### config.mk
export PLATFORM = sky130hd
export DESIGN_NAME = vmon_cfg_regs
export DESIGN_NICKNAME = d
export VERILOG_FILES = /design/src/hw/vmon_cfg_pkg.sv /design/src/hw/vmon_cfg_regs.sv /design/src/hw/vmon_glitch_filter.sv
export SDC_FILE = /design/constraint.sdc
export NUM_CORES = 1
export LEC_CHECK = 0
export ABC_AREA = 1
export BUFFER_PORTS_ARGS = -buffer_cell sky130_fd_sc_hd__buf_4
export CORE_MARGIN = 2
export CORE_UTILIZATION = 35
export CTS_CLUSTER_SIZE = 24
export DETAILED_ROUTE_END_ITERATION = 12
export PLACE_DENSITY = 0.53
export SLEW_MARGIN = 20
export SYNTH_ARGS = -nofsm -noshare
export SYNTH_HDL_FRONTEND = slang
export SYNTH_SLANG_ARGS = --single-unit
### constraint.sdc
create_clock -name core_clk -period 7.6 [get_ports core_clk]
set_input_delay 0.38 -clock core_clk [delete_from_list [all_inputs] [get_ports core_clk]]
set_output_delay 0.38 -clock core_clk [all_outputs]
set_load 0.01 [all_outputs]
### src/hw/vmon_cfg_pkg.sv
package vmon_cfg_pkg;

  // register offsets on the serial control port
  localparam logic [7:0] RAIL3_WINDOW_OFS  = 8'h1A;
  localparam logic [7:0] RAIL4_WINDOW_OFS  = 8'h1B;
  localparam logic [7:0] MON_CTRL_OFS      = 8'h2B;
  localparam logic [7:0] SUPPLY_WINDOW_OFS = 8'h2C;
  localparam logic [7:0] PIN1_WINDOW_OFS   = 8'h2D;
  localparam logic [7:0] REG_RESET_VAL     = 8'h00;
  localparam logic [7:0] UNMAPPED_READ_VAL = 8'h00;

  // window register fields
  localparam int LOW_CODE_MSB  = 5;
  localparam int LOW_CODE_LSB  = 3;
  localparam int HIGH_CODE_MSB = 2;
  localparam int HIGH_CODE_LSB = 0;
  localparam int NOMINAL_BIT   = 6;

  // monitor control fields
  localparam int FILT_SEL_MSB  = 7;
  localparam int FILT_SEL_LSB  = 5;
  localparam int PIN2_RV_BIT   = 4;
  localparam int PIN2_EN_BIT   = 3;
  localparam int PIN1_RV_BIT   = 2;
  localparam int PIN1_EN_BIT   = 1;
  localparam int SUPPLY_EN_BIT = 0;
  localparam logic [2:0] FILT_SEL_SHORT = 3'h0;

  // deglitch times; least times round up to whole cycles
  localparam int CLK_PERIOD_NS  = 10;
  localparam int FILT_SHORT_NS  = 4000;
  localparam int FILT_LONG_NS   = 20000;
  localparam int FILT_SHORT_CYC = (FILT_SHORT_NS + CLK_PERIOD_NS - 1) / CLK_PERIOD_NS;
  localparam int FILT_LONG_CYC  = (FILT_LONG_NS + CLK_PERIOD_NS - 1) / CLK_PERIOD_NS;
  localparam int FILT_CNT_W     = 11;

  localparam int NUM_MON = 10;

  typedef struct packed {
    logic [7:0] pin1_window;
    logic [7:0] supply_window;
    logic [7:0] mon_ctrl;
    logic [7:0] rail4_window;
    logic [7:0] rail3_window;
  } cfg_t;

  // one bit per comparator; bit 0 is rail_three low
  typedef struct packed {
    logic pin2_high;
    logic pin2_low;
    logic pin1_high;
    logic pin1_low;
    logic supply_high;
    logic supply_low;
    logic rail4_high;
    logic rail4_low;
    logic rail3_high;
    logic rail3_low;
  } mon_t;

endpackage

### src/hw/vmon_cfg_regs.sv
// How it works
// - rail_three window register keeps its low margin code in bits 5:3 (-3% .. -10%).
// - rail_three window register keeps its high margin code in bits 2:0 (+3% .. +10%).
// - rail_four window register uses the same layout, low code 5:3 and high code 2:0.
// - control bits 7:5 pick the deglitch time of every monitor, 0 is 4 us and 1 is 20 us.
// - control bit 4 stores the residual check enable of the second monitor pin; no logic here reads it.
// - control bit 3 enables both comparators of the second monitor pin.
// - control bit 2 stores the residual check enable of the first monitor pin; no logic here reads it.
// - control bit 1 enables both comparators of the first monitor pin.
// - control bit 0 enables both comparators of the analog supply input.
// - supply window bit 6 picks the nominal supply level, 0 is 3.3 V and 1 is 5.0 V.
// - supply window bits 5:3 hold the supply low margin code.
// - supply window bits 2:0 hold the supply high margin code.
// - every field takes its power-up value from the non-volatile image, reset being zero.
// - the windows sit at 0x1A, 0x1B, 0x2C, 0x2D and the control at 0x2B, all reset to 0x00.
// - reserved bits of the window registers are plain read/write storage reset to zero.
`timescale 1ns/1ps
module vmon_cfg_regs
  import vmon_cfg_pkg::*;
#(
  parameter int FILT_SHORT = vmon_cfg_pkg::FILT_SHORT_CYC,
  parameter int FILT_LONG  = vmon_cfg_pkg::FILT_LONG_CYC
) (
  input  wire logic                 core_clk,
  input  wire logic                 sys_rst,
  input  wire logic [7:0]           reg_addr,
  input  wire logic [7:0]           reg_wdata,
  input  wire logic                 reg_wr,
  input  wire logic                 reg_rd,
  output logic [7:0]                reg_rdata,
  output logic                      reg_rvalid,
  input  wire logic                 nvm_load,
  input  wire vmon_cfg_pkg::cfg_t   nvm_image,
  input  wire vmon_cfg_pkg::mon_t   cmp_raw,
  output vmon_cfg_pkg::cfg_t        cfg_q,
  output vmon_cfg_pkg::mon_t        mon_fault_q
);
  import vmon_cfg_pkg::*;

  localparam logic [FILT_CNT_W-1:0] SHORT_LIM = FILT_CNT_W'(FILT_SHORT);
  localparam logic [FILT_CNT_W-1:0] LONG_LIM  = FILT_CNT_W'(FILT_LONG);

  cfg_t        cfg_d;
  logic [7:0]  rdata_d;
  mon_t        sync1_q;
  mon_t        sync2_q;

  wire sel_rail3  = (reg_addr == RAIL3_WINDOW_OFS);
  wire sel_rail4  = (reg_addr == RAIL4_WINDOW_OFS);
  wire sel_ctrl   = (reg_addr == MON_CTRL_OFS);
  wire sel_supply = (reg_addr == SUPPLY_WINDOW_OFS);
  wire sel_pin1   = (reg_addr == PIN1_WINDOW_OFS);
  wire wr_ok      = reg_wr && !nvm_load;

  // named views of the stored fields
  wire [2:0] rail3_low_margin_code  = cfg_q.rail3_window[LOW_CODE_MSB:LOW_CODE_LSB];
  wire [2:0] rail3_high_margin_code = cfg_q.rail3_window[HIGH_CODE_MSB:HIGH_CODE_LSB];
  wire [2:0] rail4_low_margin_code  = cfg_q.rail4_window[LOW_CODE_MSB:LOW_CODE_LSB];
  wire [2:0] rail4_high_margin_code = cfg_q.rail4_window[HIGH_CODE_MSB:HIGH_CODE_LSB];
  wire [2:0] monitor_filter_time_select = cfg_q.mon_ctrl[FILT_SEL_MSB:FILT_SEL_LSB];
  wire pin2_residual_check_enable  = cfg_q.mon_ctrl[PIN2_RV_BIT];
  wire pin2_comparator_enable      = cfg_q.mon_ctrl[PIN2_EN_BIT];
  wire pin1_residual_check_enable  = cfg_q.mon_ctrl[PIN1_RV_BIT];
  wire pin1_comparator_enable      = cfg_q.mon_ctrl[PIN1_EN_BIT];
  wire supply_comparator_enable    = cfg_q.mon_ctrl[SUPPLY_EN_BIT];
  wire supply_nominal_level_select = cfg_q.supply_window[NOMINAL_BIT];
  wire [2:0] supply_low_margin_code  = cfg_q.supply_window[LOW_CODE_MSB:LOW_CODE_LSB];
  wire [2:0] supply_high_margin_code = cfg_q.supply_window[HIGH_CODE_MSB:HIGH_CODE_LSB];

  // codes 2..7 are undefined; anything but 0 takes the longer, safer time
  wire short_filt = (monitor_filter_time_select == FILT_SEL_SHORT);
  wire [FILT_CNT_W-1:0] filt_limit = short_filt ? SHORT_LIM : LONG_LIM;

  // rail monitors have no enable in this bank and always run
  wire [NUM_MON-1:0] mon_en = {{2{pin2_comparator_enable}},
                               {2{pin1_comparator_enable}},
                               {2{supply_comparator_enable}},
                               4'hF};

  // nvm image beats a software write in the same cycle; full bytes are stored,
  // so reserved bits keep what was written
  assign cfg_d.rail3_window  = nvm_load ? nvm_image.rail3_window :
                               (wr_ok && sel_rail3) ? reg_wdata : cfg_q.rail3_window;
  assign cfg_d.rail4_window  = nvm_load ? nvm_image.rail4_window :
                               (wr_ok && sel_rail4) ? reg_wdata : cfg_q.rail4_window;
  assign cfg_d.mon_ctrl      = nvm_load ? nvm_image.mon_ctrl :
                               (wr_ok && sel_ctrl) ? reg_wdata : cfg_q.mon_ctrl;
  assign cfg_d.supply_window = nvm_load ? nvm_image.supply_window :
                               (wr_ok && sel_supply) ? reg_wdata : cfg_q.supply_window;
  assign cfg_d.pin1_window   = nvm_load ? nvm_image.pin1_window :
                               (wr_ok && sel_pin1) ? reg_wdata : cfg_q.pin1_window;

  assign rdata_d = sel_rail3  ? cfg_q.rail3_window :
                   sel_rail4  ? cfg_q.rail4_window :
                   sel_ctrl   ? cfg_q.mon_ctrl :
                   sel_supply ? cfg_q.supply_window :
                   sel_pin1   ? cfg_q.pin1_window : UNMAPPED_READ_VAL;

  always_ff @(posedge core_clk or posedge sys_rst) begin
    if (sys_rst) begin
      cfg_q      <= {5{REG_RESET_VAL}};
      reg_rdata  <= REG_RESET_VAL;
      reg_rvalid <= 1'b0;
    end else begin
      cfg_q      <= cfg_d;
      reg_rdata  <= reg_rd ? rdata_d : reg_rdata;
      reg_rvalid <= reg_rd;
    end
  end

  // comparator outputs are analog and asynchronous
  always_ff @(posedge core_clk or posedge sys_rst) begin
    if (sys_rst) begin
      sync1_q <= '0;
      sync2_q <= '0;
    end else begin
      sync1_q <= cmp_raw;
      sync2_q <= sync1_q;
    end
  end

  genvar gi;
  generate
    for (gi = 0; gi < NUM_MON; gi++) begin : g_filt
      vmon_glitch_filter #(
        .CNT_W (FILT_CNT_W)
      ) u_filt (
        .core_clk (core_clk),
        .sys_rst  (sys_rst),
        .enable   (mon_en[gi]),
        .cond_in  (sync2_q[gi]),
        .limit    (filt_limit),
        .fault_q  (mon_fault_q[gi])
      );
    end
  endgenerate

  // helper: consecutive cycles that rail_three low has been seen high
  logic [12:0] persist_q;
  always_ff @(posedge core_clk or posedge sys_rst) begin
    if (sys_rst) begin
      persist_q <= '0;
    end else begin
      persist_q <= sync2_q.rail3_low ? ((persist_q == 13'h1FFF) ? persist_q
                                        : persist_q + 13'h0001) : 13'h0000;
    end
  end

  // helper: address hits one of the five stored registers, spelled out apart from the decoder
  wire addr_mapped = (reg_addr == 8'h1A) || (reg_addr == 8'h1B) || (reg_addr == 8'h2B)
                     || (reg_addr == 8'h2C) || (reg_addr == 8'h2D);

  a_rail3_low_code: assert property (
    @(posedge core_clk) disable iff (sys_rst)
    (reg_wr && !nvm_load && reg_addr == 8'h1A)
      |=> (rail3_low_margin_code == $past(reg_wdata[5:3])))
    else $error("rail3 low code not stored");

  a_rail3_high_code: assert property (
    @(posedge core_clk) disable iff (sys_rst)
    (reg_wr && !nvm_load && reg_addr == 8'h1A)
      |=> (rail3_high_margin_code == $past(reg_wdata[2:0])))
    else $error("rail3 high code not stored");

  a_rail4_codes: assert property (
    @(posedge core_clk) disable iff (sys_rst)
    (reg_wr && !nvm_load && reg_addr == 8'h1B)
      |=> (rail4_low_margin_code == $past(reg_wdata[5:3]))
          && (rail4_high_margin_code == $past(reg_wdata[2:0])))
    else $error("rail4 codes not stored");

  a_filter_time_exact: assert property (
    @(posedge core_clk) disable iff (sys_rst)
    ($rose(mon_fault_q.rail3_low) && $stable(filt_limit))
      |-> (persist_q == {2'b00, filt_limit}))
    else $error("fault reported before or after the deglitch time");

  // works for any short limit, not only the 400-cycle default
  a_short_no_early: assert property (
    @(posedge core_clk) disable iff (sys_rst)
    (short_filt && $rose(mon_fault_q.rail3_low))
      |-> (persist_q >= {2'b00, SHORT_LIM}))
    else $error("short deglitch fired too early");

  a_ctrl_residual: assert property (
    @(posedge core_clk) disable iff (sys_rst)
    (reg_wr && !nvm_load && reg_addr == 8'h2B)
      |=> (pin2_residual_check_enable == $past(reg_wdata[4]))
          && (pin1_residual_check_enable == $past(reg_wdata[2])))
    else $error("residual check enables not stored");

  a_pin2_off_quiet: assert property (
    @(posedge core_clk) disable iff (sys_rst)
    !pin2_comparator_enable |=> !mon_fault_q.pin2_low && !mon_fault_q.pin2_high)
    else $error("pin2 fault while disabled");

  a_pin1_off_quiet: assert property (
    @(posedge core_clk) disable iff (sys_rst)
    !pin1_comparator_enable |=> !mon_fault_q.pin1_low && !mon_fault_q.pin1_high)
    else $error("pin1 fault while disabled");

  a_supply_off_quiet: assert property (
    @(posedge core_clk) disable iff (sys_rst)
    !supply_comparator_enable |=> !mon_fault_q.supply_low && !mon_fault_q.supply_high)
    else $error("supply fault while disabled");

  a_supply_window_wr: assert property (
    @(posedge core_clk) disable iff (sys_rst)
    (reg_wr && !nvm_load && reg_addr == 8'h2C)
      |=> (supply_nominal_level_select == $past(reg_wdata[6]))
          && (supply_low_margin_code == $past(reg_wdata[5:3]))
          && (supply_high_margin_code == $past(reg_wdata[2:0])))
    else $error("supply window not stored");

  a_nvm_default: assert property (
    @(posedge core_clk) disable iff (sys_rst)
    nvm_load |=> (cfg_q == $past(nvm_image)))
    else $error("nvm image not loaded");

  a_read_map: assert property (
    @(posedge core_clk) disable iff (sys_rst)
    (reg_rd && reg_addr == 8'h2B)
      |=> reg_rvalid && (reg_rdata == $past(cfg_q.mon_ctrl)))
    else $error("control readback wrong");

  a_reserved_keep: assert property (
    @(posedge core_clk) disable iff (sys_rst)
    (reg_wr && !nvm_load && reg_addr == 8'h1B) ##1 (reg_rd && reg_addr == 8'h1B)
      |=> (reg_rdata[7:6] == $past(reg_wdata[7:6], 2)))
    else $error("reserved bits not kept");

  a_rvalid_pulse: assert property (
    @(posedge core_clk) disable iff (sys_rst)
    1'b1 |=> (reg_rvalid == $past(reg_rd)))
    else $error("read valid not one cycle after the strobe");

  a_unmapped_read: assert property (
    @(posedge core_clk) disable iff (sys_rst)
    (reg_rd && !addr_mapped) |=> (reg_rdata == 8'h00))
    else $error("unmapped read not zero");

  a_unmapped_write: assert property (
    @(posedge core_clk) disable iff (sys_rst)
    (reg_wr && !nvm_load && !addr_mapped) |=> $stable(cfg_q))
    else $error("unmapped write changed a register");

  a_rdata_hold: assert property (
    @(posedge core_clk) disable iff (sys_rst)
    !reg_rd |=> $stable(reg_rdata))
    else $error("read data moved without a read");

  a_rail3_read_map: assert property (
    @(posedge core_clk) disable iff (sys_rst)
    (reg_rd && reg_addr == 8'h1A) |=> (reg_rdata == $past(cfg_q.rail3_window)))
    else $error("rail3 readback wrong");

  a_rail4_read_map: assert property (
    @(posedge core_clk) disable iff (sys_rst)
    (reg_rd && reg_addr == 8'h1B) |=> (reg_rdata == $past(cfg_q.rail4_window)))
    else $error("rail4 readback wrong");

  a_supply_read_map: assert property (
    @(posedge core_clk) disable iff (sys_rst)
    (reg_rd && reg_addr == 8'h2C) |=> (reg_rdata == $past(cfg_q.supply_window)))
    else $error("supply readback wrong");

  a_supply_reserved_bit: assert property (
    @(posedge core_clk) disable iff (sys_rst)
    (reg_wr && !nvm_load && reg_addr == 8'h2C)
      |=> (cfg_q.supply_window[7] == $past(reg_wdata[7])))
    else $error("supply reserved bit not kept");

  a_ctrl_fields_wr: assert property (
    @(posedge core_clk) disable iff (sys_rst)
    (reg_wr && !nvm_load && reg_addr == 8'h2B)
      |=> (monitor_filter_time_select == $past(reg_wdata[7:5]))
          && (pin2_comparator_enable == $past(reg_wdata[3]))
          && (pin1_comparator_enable == $past(reg_wdata[1]))
          && (supply_comparator_enable == $past(reg_wdata[0])))
    else $error("control fields not stored");

  a_drop_clears_fault: assert property (
    @(posedge core_clk) disable iff (sys_rst)
    !sync2_q.rail3_low |=> !mon_fault_q.rail3_low)
    else $error("fault outlived its comparator level");

  a_fault_needs_level: assert property (
    @(posedge core_clk) disable iff (sys_rst)
    mon_fault_q.rail4_high |-> $past(sync2_q.rail4_high))
    else $error("fault without a comparator level");

  c_long_fault: cover property (
    @(posedge core_clk) disable iff (sys_rst)
    !short_filt ##1 $rose(mon_fault_q.rail4_high));

  c_pin2_fault: cover property (
    @(posedge core_clk) disable iff (sys_rst)
    $rose(mon_fault_q.pin2_low));

  c_nvm_then_read: cover property (
    @(posedge core_clk) disable iff (sys_rst)
    nvm_load ##1 (reg_rd && reg_addr == 8'h2C));

  c_glitch_drop: cover property (
    @(posedge core_clk) disable iff (sys_rst)
    $fell(sync2_q.rail3_high) && !mon_fault_q.rail3_high);

endmodule // vmon_cfg_regs

### src/hw/vmon_glitch_filter.sv
`timescale 1ns/1ps
module vmon_glitch_filter #(
  parameter int CNT_W = 11
) (
  input  wire logic             core_clk,
  input  wire logic             sys_rst,
  input  wire logic             enable,
  input  wire logic             cond_in,
  input  wire logic [CNT_W-1:0] limit,
  output logic                  fault_q
);

  logic [CNT_W-1:0] count_q;
  logic [CNT_W-1:0] count_d;
  logic             fault_d;
  wire              run  = enable && cond_in;
  wire              done = (count_q >= limit - CNT_W'(1));

  // a drop of the condition restarts the interval; a fault clears at once
  assign count_d = !run ? '0 : (done ? count_q : count_q + CNT_W'(1));
  assign fault_d = run && (fault_q || done);

  always_ff @(posedge core_clk or posedge sys_rst) begin
    if (sys_rst) begin
      count_q <= '0;
      fault_q <= 1'b0;
    end else begin
      count_q <= count_d;
      fault_q <= fault_d;
    end
  end

endmodule // vmon_glitch_filter

# Word level (Yosys, flattened, before mapping)
# Cells that the tools add are included.
# W data, S select, Z words.
word_totals:
  reg_bits: 189
  in_bits: 71
  out_inout_bits: 59
  wordCells: 158
classes:
  addsub: 11
  magnitude_cmp: 10
  n_eq_ne: 15
  mux: 36
  n_reduce_logical: 39
ops:
  columns: ["op", "n"]
  rows:
  - ["$mux W11", 21]
  - ["$mux W8", 15]
  - ["$add A11 B1 Y11 const B", 10]
  - ["$ge A11 B11 Y1", 10]
  - ["$eq A8 B6 Y1 const B", 3]
  - ["$logic_and A1 B1 Y1", 22]
  - ["$ne A2 B2 Y1 const B", 10]
  - ["$eq A8 B5 Y1 const B", 2]
  - ["$sub A11 B1 Y11 const B", 1]
  - ["$logic_or A1 B1 Y1", 10]
  - ["$reduce_bool A2 Y1", 5]
  - ["$logic_not A3 Y1", 1]
  - ["$logic_not A1 Y1", 1]

# Logic depth before layout (Yosys ltp)
depth:
  ltp_word: 6
  depth_mapped: 10

# Hierarchy
# Synthesis repeated with hierarchy kept, for this count alone.
hier_totals:
  cells_unflattened: 2205
  hier_area_um2: 16905.0
modules_own_cells:
  columns: ["mod", "n_inst", "cells_per_inst", "area_each_um2"]
  rows:
  - ["vmon_glitch_filter (g_filt[0].u_filt ...)", 9, 185, 1372.6]
  - ["vmon_cfg_regs", 1, 353, 3260.6]
  - ["vmon_glitch_filter (g_filt[3].u_filt)", 1, 187, 1291.2]

# Least setup slack after synthesis
# OpenSTA, ideal clock, no wires.
synth_timing:
  kind: "register to register"
  startpoint: "reg g_filt[2].u_filt.count_q[0]"
  endpoint: "reg g_filt[2].u_filt.count_q[1]"
  arrival_ps: 1388
  required_ps: 7482
  path_slack_ps: 6094
  stages_incl_launch_ff: 8
  path_buffers: 1
  path_cell_list: "dfrtp_1 ha_1 nand3_1 nand3_1 nand3b_2 buf_4 nand4_1 nand2_1"
synth_via:
  elab_chain_len: 3
  elab_cells_between_ends: 5
synth_lines:
  columns: ["item", "line", "rtl"]
  rows:
  - ["from (decl)", "vmon_glitch_filter.sv:13", "logic [CNT_W-1:0] count_q;"]
  - ["from (signal assigned)", "vmon_glitch_filter.sv:28", "count_q <= count_d;"]
  - ["$add A11 B1 Y11", "vmon_glitch_filter.sv:20", "assign count_d = !run ? '0 : (done ? count_q : count_q + CNT_W'(1));"]
  - ["$mux W11 (2 in a row)", "vmon_glitch_filter.sv:20", null]
# Parallel ways exist; a longest one is shown, timed or not. The select of a mux whose other input is x is not followed.
# A chain may end at the register's enable or synchronous reset.

# Worst setup path in the final report
layout_timing:
  startpoint: "reg cfg_q[21] (netlist name)"
  endpoint: "reg g_filt[6].u_filt.count_q[10]"
layout_via:
  elab_chain_len: 5
layout_lines:
  columns: ["item", "line", "rtl"]
  rows:
  - ["from (decl)", "vmon_cfg_regs.sv:35", "output vmon_cfg_pkg::cfg_t cfg_q,"]
  - ["from (signal assigned)", "vmon_cfg_regs.sv:101", "cfg_q <= {5{REG_RESET_VAL}};"]
  - ["from (signal assigned)", "vmon_cfg_regs.sv:105", "cfg_q <= cfg_d;"]
  - ["$logic_not A3 Y1", "vmon_cfg_regs.sv:71", "wire short_filt = (monitor_filter_time_select == FILT_SEL_SHORT);"]
  - ["$mux W11", "vmon_cfg_regs.sv:72", "wire [FILT_CNT_W-1:0] filt_limit = short_filt ? SHORT_LIM : LONG_LIM;"]
  - ["$sub A11 B1 Y11", "vmon_glitch_filter.sv:17", "wire done = (count_q >= limit - CNT_W'(1));"]
  - ["$ge A11 B11 Y1", "vmon_glitch_filter.sv:17", null]
  - ["$ne A2 B2 Y1 (no line)", null, null]
  - ["to (signal assigned)", "vmon_glitch_filter.sv:28", null]
  - ["to (decl)", "vmon_glitch_filter.sv:13", null]
# No other way between the ends.

==> impl_summary.txt <==
----------------------------------------------------
[Routing]
  Average via count per standard cell ... 5.062
  Number of antenna-violating nets in the routed design ... 0
  DRC viols ... 0
  Via total after detailed routing ... 10310
  Post-detailed-route wirelength per cell ... 14.55 um
  Iteration-0 DRC count of the detailed router ... 705
  Total wirelength of the detailed-routed design ... 29.62 mm
  First-pass DRT Iterations ... 5

[Worst setup path]
  FF-to-FF End ... g_filt[6].u_filt.count_q[10]
  WP buf/inv ... 1
  Number of cells on the critical path ... 8
  Cell family with most CP delay ... simple AND/OR/NAND/NOR gates
  Critical path capture point type ... register
  Data required time at the worst endpoint ... 7.92 ns
  Highest-delay cell along the critical path ... sky130_fd_sc_hd__dfrtp_1
  Startpoint type of the worst setup path ... register
  Library cell appearing most often on the critical path ... sky130_fd_sc_hd__nand2_1
  Sequence of cells on the critical path ... nor2_4, nand2_4, inv_4, nand2_1, nand4_1, nand3_2, nand2_1, nand2_1
  Startpoint-to-endpoint class of the critical path ... register to register
  Data arrival time of the critical path ... 2.59 ns
  Worst reg2reg path depth ... 8
  Critical-path maximum fanout ... 17
  Slowest Stage Delay on Critical Path ... 0.45 ns
  Launching point of the worst reg2reg path ... cfg_q[21]
  Startpoint of the most critical setup path ... cfg_q[21]
  Slack of the worst reg-to-reg path ... 5.32 ns
  End of the critical path ... g_filt[6].u_filt.count_q[10]

[Placed design]
  # port buffers ... 129
  Final weighted congestion in routability-driven placement ... 0.8510
  Cell count after placement ... 2006
  Detailed Place HPWL ... 20.91 mm

[Clock network]
  Clock insertion delay at the later pin of the skew report ... 0.43 ns
  Deepest clock path buffer count ... 2
  Post_cts resized ... 0
  Inserted Clock Buffers ... 17
  Clock tree from TritonCTS ... done
  CTS Root Buffer Type ... sky130_fd_sc_hd__clkbuf_16
  Level count of the clock H-tree ... 4
  Total of hold buffers inserted after clock tree synthesis ... 0
  Total number of clock tree sinks ... 189
  Clock transition time at the flip-flop clock pins of the worst setup and hold paths ... 0.07 ns
  Setup bufs post-CTS ... 0

[Final layout]
  Most frequent cells in the layout ... sky130_fd_sc_hd__nand2_1 (466), sky130_fd_sc_hd__nand3_1 (204), sky130_fd_sc_hd__dfrtp_1 (189)
  Share of layout cells above drive strength 1 ... 13.10%
  Finished Layout Cells ... 2036
  Count of inserted antenna diode cells ... 0
  Post-synthesis to final-layout area growth ... 15.14%
  Leading cell type in the layout, fill and taps excluded ... sky130_fd_sc_hd__nand2_1
  Final net count ... 1704

[Min path]
  Hold Path Class ... input pin to register

[Global routing]
  Pin count of the biggest net entering global routing ... 123
  Overall overflow remaining after global route ... 0
  Vias in the first global route ... 9652
  Overall track demand over capacity in global routing ... 18.01%
  Antenna violations before repair ... 0
  First-pass GRT wire length ... 49.36 mm

[Synth]
  Synth Instances ... 1537
  Post-Synthesis Net Count ... 1618
  Yosys reg bits ... 189
  Number of unique standard cell types used by synthesis ... 38
  Synth Warn # ... 0
  Mapped Avg Cell Area ... 7.328 sq um
  Area of the mapped netlist ... 11260 sq um
  Seq/Total Area, Yosys ... 41.99%

[Timing]
  Worst max-slew margin expressed relative to the limit ... 34.93%
  Peak clock frequency supported by timing ... 439.4 MHz
  Worst slew pin tran ... 0.9751 ns
  Count of endpoints failing setup in the final report ... 0
  Setup repair after global routing missed its margin ... no
  Fin. max-slew vios ... 0
  Final worst path period need ... 2.276 ns
  Final setup TNS ... 0 ns
  Skew final ... 0.008937 ns
  Final hold vios ... 0
  Part of the cycle the worst path needs ... 29.95%

[Floorplanning]
  Effective utilization at floorplan ... 35.60%
  Chip height ... 183.4 um
  Std cell rows ... 65
  Number of I/O pins ... 130
  Area of the core ... 31640 sq um
  Die X-Extent ... 183.4 um
  Total Die Area ... 33630 sq um

[Power]
  Max rail drop VDD ... 0.0001499 V
  Areal power density over the cells ... 174.1 nW/um^2
  Static power due to leakage ... 6.641 nW

[Status]
  Run status ... finished, final reports clean

[Job]
  MaxCap Viol Count ... 0

----------------------------------------------------
-- sequential cells by signal (all words and copies together) (netlist names) --
name                   cells
sync1_q                   10
g_filt.u_filt.fault_q     10
g_filt.u_filt.count_q    110
sync2_q                   10
reg_rdata                  8
reg_rvalid                 1
cfg_q                     40
-- through the flow --
stage                     cell area (sq um)  worst slack (ns)  total power, mW  utilization [%]  hold WS [ns]
after floorplan                       11260             2.078            1.206                -        0.3312
after global placement                12350             5.153            1.316            39.05        0.3324
after detailed placement              12350             5.095            1.318            39.05        0.3347
after CTS                             12970             5.286            2.297            40.99       0.02529
after global routing                  12970             5.053            2.363            40.99       0.02446
final                                 12970             5.324            2.258            40.99       0.04725
-- layer usage --
layer  GRT usage [%]  routed length [um]  up-vias
met5               0                   0        -
met4           5.216                 514        0
met3           3.455                1367       26
li1                -                   -     5259
met1           25.10               14280     4815
met2           28.45               13450      207
-- worst min path at each step --
stage	startpoint	slack (ns)	cells after the start	end
floorplan	sync1_q[0]	0.33	0	sync2_q[0]
detailed placement	sync1_q[2]	0.33	0	sync2_q[2]
finish	cmp_raw[6]	0.05	1	sync1_q[6]
global route	cmp_raw[8]	0.02	1	sync1_q[8]
global placement	sync1_q[6]	0.33	0	sync2_q[6]
CTS	cmp_raw[6]	0.03	1	sync1_q[6]
-- cell type report --
cell class,count,area (sq um)
clock buffers,18,429.2
clock inverters,12,185.2
fillers,3274,18670
inverters,144,550.5
multi-input cells,1141,5595
flip-flops and latches,189,4730
well taps,402,503.0
repair buffers,130,975.9
-- cell families after synthesis --
group                      after synthesis  share of synthesized area [%]
AOI/OAI and AO/OA                      125                          6.476
xor gates and xnor gates                33                          2.566
adders and majority gates               10                          1.111
buffers and inverters                  207                          8.331
DFF                                    189                          41.99
and+or+nand+nor                        973                          39.52
-- cells in the mapped netlist (all sizes together) --
cell	n	area [sq um]
a21oi	53	291.5
and2	1	6.260
buf	46	331.6
clkbuf	17	63.81
clkinv	3	11.26
dfrtp	189	4730
ha	10	125.1
inv	141	531.8
nand2	486	1924
nand3	211	1114
nand3b	2	18.77
nand4	114	713.2
nor2	141	556.8
nor3	10	66.32
nor3b	2	15.01
o211ai	10	75.07
o21ai	47	250.2
o21bai	15	112.6
or2	6	37.54
xnor2	4	35.03
xor2	29	254.0
-- where the power goes --
group,switching (mW),total (mW),internal [mW]
clock,0.410,0.964,0.553
combinational,0.126,0.208,0.0821
sequential,0.0453,1.09,1.04
total,0.582,2.26,1.68
No activity file was read; power rests on OpenSTA's default activity.
